===== src/include/hpds_regs.svh =====
// Constants and rule summary for the host-port data pin select block.
// Contract
// - Data pins go to parallel I/O when boot select low, host bus when high.
// - Pin function is fixed at reset release and kept until next reset.
// - Enabled bus holders keep floating pins at the last driven level.
// - Holders enabled at reset; software may enable or disable them afterwards.
// - In parallel I/O mode all eight bits are inputs after reset.
// - In host mode data lines are inputs until host-port logic requests drive.
// - Boot select high runs the host port multiplexed over eight data lines.
// - Each multiplexed host access is exactly two consecutive byte transfers.
`ifndef HPDS_REGS_SVH
`define HPDS_REGS_SVH
`define HPDS_WIDTH        8
`define HPDS_HOLD_RST     1'b1
`define HPDS_DIR_RST      8'h00
`define HPDS_MODE_RST     1'b0
`endif


===== src/include/hpds_pkg.sv =====
// Types for the host-port data pin select block.
package hpds_pkg;
   typedef enum logic {HPDS_FN_PARIO, HPDS_FN_HOST} hpds_fn_t;
   typedef enum {HPDS_ST_ADDR, HPDS_ST_DATA} hpds_phase_t;
endpackage


===== src/design/hpds_sync.sv =====
// Two-flop synchroniser for pin inputs.
`include "hpds_regs.svh"
module hpds_sync (
   // Clock
   input  wire logic                  clk,
   // Data
   input  wire logic [`HPDS_WIDTH:0]  d,
   output logic      [`HPDS_WIDTH:0]  q
);
   // ---------------------------------------------------------------
   // Synchroniser stages
   // ---------------------------------------------------------------
   // There is no reset here, so the strap level reaches the capture flop while reset is low.
   logic [`HPDS_WIDTH:0] meta_reg;
   always_ff @(posedge clk) begin
      meta_reg <= d;
      q        <= meta_reg;
   end
endmodule


===== src/design/hpds_top.sv =====
// Host-port data pin function select, bus holder and multiplexed byte sequencer.
`include "hpds_regs.svh"
module hpds_top (
   // Clock and reset
   input  wire logic        clk,
   input  wire logic        nrst,
   // Strap
   input  wire logic        boot_select_pin,
   // Data pins
   input  wire logic [7:0]  host_port_data_pins_in,
   output logic      [7:0]  host_port_data_pins_out,
   output logic      [7:0]  host_port_data_pins_oe,
   // Bus holder control from the external bus control register
   input  wire logic        hold_en_wr,
   input  wire logic        hold_en_val,
   output logic             hold_en,
   // Parallel I/O side
   input  wire logic [7:0]  parallel_io_bits_upper_out,
   input  wire logic [7:0]  parallel_io_bits_upper_dir,
   output logic      [7:0]  parallel_io_bits_upper_in,
   // Host-port logic side
   input  wire logic        host_drive_req,
   input  wire logic [7:0]  host_data_lines_out,
   input  wire logic        host_xfer_strobe,
   output logic      [7:0]  host_data_lines_in,
   output logic             host_byte_valid,
   output logic             host_byte_is_second,
   // Mode
   output logic             host_mode
);
   // ---------------------------------------------------------------
   // Pin synchronisation
   // ---------------------------------------------------------------
   logic [8:0] sync_q;
   hpds_sync u_sync (
      .clk  (clk),
      .d    ({boot_select_pin, host_port_data_pins_in}),
      .q    (sync_q)
   );
   wire       boot_s = sync_q[8];
   wire [7:0] pins_s = sync_q[7:0];

   // ---------------------------------------------------------------
   // Strap capture
   // ---------------------------------------------------------------
   // The strap is sampled on every clock while reset is low and frozen once released.
   hpds_pkg::hpds_fn_t fn_reg;
   logic               strap_reg;
   logic               in_rst_reg;
   always_ff @(posedge clk) begin
      strap_reg  <= nrst ? strap_reg : boot_s;
      in_rst_reg <= !nrst;
   end
   always_ff @(posedge clk) begin
      if (!nrst) begin
         fn_reg <= hpds_pkg::HPDS_FN_PARIO;
      end else if (in_rst_reg) begin
         fn_reg <= strap_reg ? hpds_pkg::HPDS_FN_HOST : hpds_pkg::HPDS_FN_PARIO;
      end
   end
   // host mode means multiplexed operation over the eight lines.
   assign host_mode = (fn_reg == hpds_pkg::HPDS_FN_HOST) && !in_rst_reg;

   // ---------------------------------------------------------------
   // Bus holder enable
   // ---------------------------------------------------------------
   logic hold_reg;
   always_ff @(posedge clk) begin
      if (!nrst) begin
         hold_reg <= `HPDS_HOLD_RST;
      end else if (hold_en_wr) begin
         hold_reg <= hold_en_val;
      end
   end
   assign hold_en = hold_reg;

   // ---------------------------------------------------------------
   // Helper functions
   // ---------------------------------------------------------------
   // Driven bits take the new value and undriven bits keep the held level.
   function automatic logic [7:0] merge_levels(input logic [7:0] drv,
                                               input logic [7:0] en,
                                               input logic [7:0] held);
      return (drv & en) | (held & ~en);
   endfunction

   // Gates a synchronised pin word to the side that owns the pins.
   function automatic logic [7:0] gate_side(input logic       sel,
                                            input logic [7:0] val);
      return sel ? val : 8'h00;
   endfunction

   // ---------------------------------------------------------------
   // Pin routing
   // ---------------------------------------------------------------
   wire       par_sel = !host_mode;
   wire [7:0] drive_oe = par_sel ? parallel_io_bits_upper_dir
                                 : {8{host_drive_req}};
   wire [7:0] drive_val = par_sel ? parallel_io_bits_upper_out : host_data_lines_out;
   logic [7:0] oe_reg;
   logic [7:0] out_reg;
   logic [7:0] last_reg;
   always_ff @(posedge clk) begin
      if (!nrst) begin
         oe_reg   <= `HPDS_DIR_RST;
         out_reg  <= 8'h00;
         last_reg <= 8'h00;
      end else begin
         oe_reg   <= drive_oe;
         out_reg  <= drive_val;
         if (|oe_reg) begin
            last_reg <= merge_levels(out_reg, oe_reg, last_reg);
         end
      end
   end
   // Holders drive weakly the last level on every pin left undriven.
   wire [7:0] hold_oe = hold_reg ? ~oe_reg : 8'h00;
   assign host_port_data_pins_oe  = oe_reg | hold_oe;
   assign host_port_data_pins_out = merge_levels(out_reg, oe_reg, last_reg);
   // The idle side reads zero so it cannot act on traffic meant for the other function.
   assign parallel_io_bits_upper_in = gate_side(par_sel, pins_s);
   assign host_data_lines_in = gate_side(host_mode, pins_s);

   // ---------------------------------------------------------------
   // Two-byte access sequencer
   // ---------------------------------------------------------------
   hpds_pkg::hpds_phase_t phase_reg;
   hpds_pkg::hpds_phase_t phase_next;
   always_comb begin
      phase_next = phase_reg;
      case (phase_reg)
         hpds_pkg::HPDS_ST_ADDR: begin
            if (host_xfer_strobe && host_mode) begin
               phase_next = hpds_pkg::HPDS_ST_DATA;
            end
         end
         hpds_pkg::HPDS_ST_DATA: begin
            if (host_xfer_strobe) begin
               phase_next = hpds_pkg::HPDS_ST_ADDR;
            end
         end
         default: begin
            phase_next = hpds_pkg::HPDS_ST_ADDR;
         end
      endcase
   end
   always_ff @(posedge clk) begin
      if (!nrst) begin
         phase_reg           <= hpds_pkg::HPDS_ST_ADDR;
         host_byte_valid     <= 1'b0;
         host_byte_is_second <= 1'b0;
      end else begin
         phase_reg           <= phase_next;
         host_byte_valid     <= host_xfer_strobe && host_mode;
         host_byte_is_second <= phase_reg == hpds_pkg::HPDS_ST_DATA;
      end
   end
endmodule


===== config.mk =====
export PLATFORM = sky130hd
export DESIGN_NAME = hpds_top
export DESIGN_NICKNAME = d
export VERILOG_FILES = /design/src/include/hpds_pkg.sv /design/src/design/hpds_sync.sv /design/src/design/hpds_top.sv
export VERILOG_INCLUDE_DIRS = /design/src /design/src/include
export SDC_FILE = /design/constraint.sdc
export NUM_CORES = 1
export LEC_CHECK = 0
export ABC_AREA = 0
export BUFFER_PORTS_ARGS = -buffer_cell sky130_fd_sc_hd__buf_2
export CORE_MARGIN = 4
export CORE_UTILIZATION = 41
export CTS_CLUSTER_DIAMETER = 30
export DETAILED_ROUTE_END_ITERATION = 10
export HOLD_SLACK_MARGIN = 0.05
export PLACE_DENSITY = 0.74
export SYNTH_ARGS = -nofsm -noshare
export SYNTH_HDL_FRONTEND = slang
export SYNTH_SLANG_ARGS = --single-unit

===== constraint.sdc =====
create_clock -name clk -period 0.9 [get_ports clk]
set_input_delay 0.09 -clock clk [delete_from_list [all_inputs] [get_ports clk]]
set_output_delay 0.09 -clock clk [all_outputs]
set_load 0.01 [all_outputs]

; Word-level counts from Yosys, hierarchy flattened
; Cells that the tools add are included.
[totals]
out_inout_bits = 36
ff_bits = 80
wordCells = 37
[op_classes]
bitwise = 5
eq_ne = 4
muxes = 9
n_reduce_logical = 7
[ops]
columns = operator, n
row1 = $mux W32, 2
row2 = $pmux W32 S2, 1
row3 = $mux W8, 5
row4 = $eq A32 B1 Y1 const B, 1
row5 = $eq A32 B2 Y1 const B, 1
row6 = $logic_not A32 Y1, 1
row7 = $and A8 B8 Y8, 2
row8 = $or A8 B8 Y8, 2
row9 = $not A8 Y8, 1
row10 = $reduce_or A8 Y1, 1
row11 = $ne A2 B2 Y1 const B, 2
row12 = $logic_and A1 B1 Y1, 2
row13 = $logic_not A1 Y1, 2
row14 = $reduce_and A2 Y1, 1
row15 = $mux W1, 1

; Logic depth before layout (Yosys ltp)
[depth]
ltp_word = 5
depth_mapped = 6

; Hierarchy
; A second synthesis with hierarchy kept.
[unflattened]
cells_unflattened = 149
hier_area_um2 = 1652.8
[modules_own_cells]
columns = mod, n_inst, area_per_inst_um2, cells_each
row1 = hpds_top, 1, 1292.5, 131
row2 = hpds_sync, 1, 360.3, 18

; Worst setup path after synthesis
; OpenSTA, ideal clock, no wires.
[synth_path]
kind = register to register
from = register in_rst_reg
to = register host_byte_valid
setup_ns = 0.116
path_stages_with_launch = 6
n_path_buf = 2
required_ns = 0.784
arrival_time_ns = 0.858
setup_slack_ns = -0.073
period_less_slack_ns = 0.973
cell_sequence = dfxtp_1 > nand2b_4 > buf_6 > inv_6 > buf_12 > and3_1
[synth_via]
elab_chain_cells = 3
[synth_lines]
columns = element, line_no
row1 = start: declaration, hpds_top.sv:49  ; logic in_rst_reg;
row2 = start signal: assignment, hpds_top.sv:52  ; in_rst_reg <= !nrst;
row3 = $logic_not A1 Y1, hpds_top.sv:62  ; assign host_mode = (fn_reg == hpds_pkg::HPDS_FN_HOST) && !in_rst_reg;
row4 = $logic_and A1 B1 Y1, hpds_top.sv:62
row5 = $logic_and A1 B1 Y1, hpds_top.sv:154  ; host_byte_valid <= host_xfer_strobe && host_mode;
row6 = end signal: assignment, hpds_top.sv:154
row7 = end: declaration, hpds_top.sv:26  ; output logic host_byte_valid,
; Every way passes these cells.
; A chain may end at the register's enable or synchronous reset.

; Final worst setup path
[layout_path]
from = register in_rst_reg
to = output parallel_io_bits_upper_in[4]
[layout_via]
elab_chain_cells = 3
[layout_lines]
columns = element, line_no
row1 = $logic_not A1 Y1, hpds_top.sv:62
row2 = $logic_and A1 B1 Y1, hpds_top.sv:62
row3 = $mux W8, hpds_top.sv:90  ; return sel ? val : 8'h00;
row4 = end: declaration, hpds_top.sv:20  ; output logic [7:0] parallel_io_bits_upper_in,
; Every way passes these cells.

==> results by group <==
Drt
  – Final wirelength: 5400 um
  – Metal3 WL: 270 um
  – Routed wl met2: a little under 3000 um
  – # DRC: 0
  – Routed wire per std cell: 16.6 um
  – Drt initial violations: 81
  – Max Used Layer: met4
  – Post-route ant nets: 0
  – Via count: about 1,500
  – Router iterations before antenna repair: 4
  – Via density: between 4 and 5
  – Metal1 wirelength: 1910 um

Critical path
  – Critical Path AT: 1.21 ns
  – Critical Path RT: around 0.81 ns
  – Setup crit start kind: register
  – Worst R2R End: out_reg[5]
  – Worst-path fanout max: 9
  – Reg2reg setup slack: -0.21 ns
  – R2R depth: 6
  – CP Launch Point: in_rst_reg
  – Worst Setup End Kind: output pin
  – Beginning of the worst register-to-register path: in_rst_reg
  – Worst Setup EP: parallel_io_bits_upper_in[4]
  – Critical path class: register to output pin

Placement
  – Port bufs: 74
  – HPWL Detailed: 2720 um
  – GP Congestion: 0.757
  – DP Area: 2190 um2

GRT
  – Largest net degree at the start of global routing: 17
  – GRT Residual Overflow: 0
  – Initial antenna violation count: 1
  – Global Route Usage Sum: 0.184
  – Global-route wire length before repair: 7290 um
  – Number of global-route vias before repair: 1,549

Synthesis
  – Count of cell types in the netlist: 21
  – Main combinational cell family by area after synthesis: simple AND/OR/NAND/NOR gates
  – Warnings from Yosys: 0
  – Compound-Gate Fraction of Synth Area: 0.0748
  – Register area share after synthesis: 0.599
  – Syn Inst Count: 149
  – Cell area after synthesis: 1660 um2
  – Post-Synth Adder-Cell Area: 0
  – Mapped Avg Cell Area: 11.1 um2
  – Post-synthesis mux area share: 0.0605
  – Xor and xnor area share after synthesis: 0
  – Synth Area in Simple Gates: 0.218
  – Seq cells post-synth: 49
  – Net count after synthesis: 188

Cells and area
  – Nets@finish: ~310
  – Multi-input logic area: 726 um2
  – Fill count: 187
  – Register area: 1010 um2
  – Design area: 3080 um2
  – Utilization after layout: 0.816
  – Leading cell type in the layout, fill and taps excluded: buf_6
  – Commonest non-fill, non-tap cells in the layout: buf_6, buf_2, dfxtp_1
  – Area growth, synth to finish: 85.8%
  – Share of cells above drive strength 1: 0.609

Timing
  – Maximum operating frequency: 0.767 GHz
  – Final worst-path cycle share: 1.45
  – Final Hold Viols: 0
  – RSZ-0062 raised after global routing: yes
  – Final setup margin: -0.403 ns
  – Slew HR: 0.864
  – Final Skew: around 0.009 ns
  – Slew @ Worst Pin: 0.203 ns
  – Post-route minimum period: approximately 1.3 ns
  – Slew Viols, Final: 0
  – Hold_ws: 0.0566 ns
  – Setup-failing EPs final: between 50 and 60
  – Final TNS setup: -14.12 ns

CTS
  – Total CTS buffers: 5
  – Maximum buffer depth of the clock tree: 2
  – Clock slew at reported path FFs: 0.09 ns
  – H-tree levels: 2
  – Skew-Pair Late Insertion Delay: 0.30 ns
  – Number of clock sinks: between 40 and 50
  – Clk root buf: clkbuf_8
  – TritonCTS clock tree: built

Floorplanning
  – Die Ht: 71.5 um
  – Die ar.: 5120 um2
  – I/O pins: between 70 and 80
  – FP Rows: 22
  – Starting density of the core: 0.439
  – Die X: 71.5 um
  – Core Region: 3770 um2

Min path
  – Hold Path Class: primary input to register

Power and ir drop
  – PwrDens: 1550 nW/um2
  – P_leak: between 1 and 1.5 nW
  – Max VDD drop: roughly 0.0014 V

Status
  – Status: finished, violations left
  – Failing checks: negative setup slack

Flow run
  – Max Cap Violations: 0
worst max-delay path: stages, from the launching register on:
cell and delay [ns]:
dfxtp_2 0.33, nand2b_4 0.18, buf_12 0.15, and2_4 0.15, buf_6 0.11
cell usage after synthesis:
cell       n  area (um2)
buf_6      2        22.5
a21oi_1    9        45.0
buf_2      1        5.00
mux2i_1    1        10.0
buf_4      2        15.0
inv_6      1        8.76
nand2b_1   1        6.26
inv_2      1        3.75
buf_12     1        20.0
dfxtp_1   48         961
or2_2      8        50.1
nand2_8    1        20.0
nand2b_4   1        13.8
nand3b_2   1        11.3
edfxtp_1   1        30.0
and2_1    25         156
and3_1     1        6.26
mux2_2     8        90.1
nand2_1   26        97.6
a21oi_2    9        78.8
clkbuf_1   1        3.75
layout make-up:
type                            count  share of cell area
Sequential cell                    49               0.327
Clock inverter                      2              0.0122
Multi-Input combinational cell     91               0.236
Antenna cell                        1            0.000814
Tap cell                           48              0.0195
Inverter                            2             0.00651
Clock buffer                        6              0.0269
Timing Repair Buffer              126               0.371
where the power goes:
part	switching [mW]	total [mW]	leakage [nW]	internal (mW)
sequential	0.0580	2.35	0.411	2.29
clock	0.706	1.61	0.0574	0.903
combinational	0.302	0.820	0.975	0.518
worst min-delay path by stage:
stage | startpoint | cells after the start | end | slack (ns)
after global placement | host_port_data_pins_in[6] | 1 | u_sync.meta_reg[6] | 0.19
after CTS | host_xfer_strobe | 3 | phase_reg[0] | 0.05
after detailed placement | host_port_data_pins_in[0] | 1 | u_sync.meta_reg[0] | 0.19
final | host_xfer_strobe | 3 | phase_reg[0] | 0.06
after floorplan | host_port_data_pins_in[0] | 0 | u_sync.meta_reg[0] | 0.12
after global routing | host_xfer_strobe | 3 | phase_reg[0] | 0.05
logic make-up after synthesis:
logic type	count (synthesis)
DFF	49
and+or+nand+nor	64
muxes	9
AOI/OAI and AO/OA	18
buffers and inverters	9
stage by stage:
| step | std cells | setup WS (ns) | total power, mW |
|---|---|---|---|
| final | 325 | -0.403 | 4.78 |
| after detailed placement | 271 | -0.109 | 2.87 |
| after floorplan | 149 | -0.0572 | 2.65 |
| after global routing | 325 | -0.450 | 4.99 |
| after CTS | 316 | -0.417 | 4.66 |
| after global placement | 271 | -0.0828 | 2.86 |
metal layers:
layer	global-route usage	up-vias
met5	0	-
met4	0.117	0
met1	0.186	708
met2	0.333	62
li1	-	724
met3	0.0477	20
repair_timing:
| action | 4_1_cts | 5_1_grt |
|---|---|---|
| hold buffers | 36 | 0 |
| endpoints found under the setup margin | 60 | 61 |
| endpoints found under the hold margin | 27 | 0 |
| resized for setup | 38 | 43 |
| pin swaps | 6 | 10 |
| buffers inserted | 1 | 8 |
| cloned | 0 | 0 |
(Power assumes the default switching activity.)
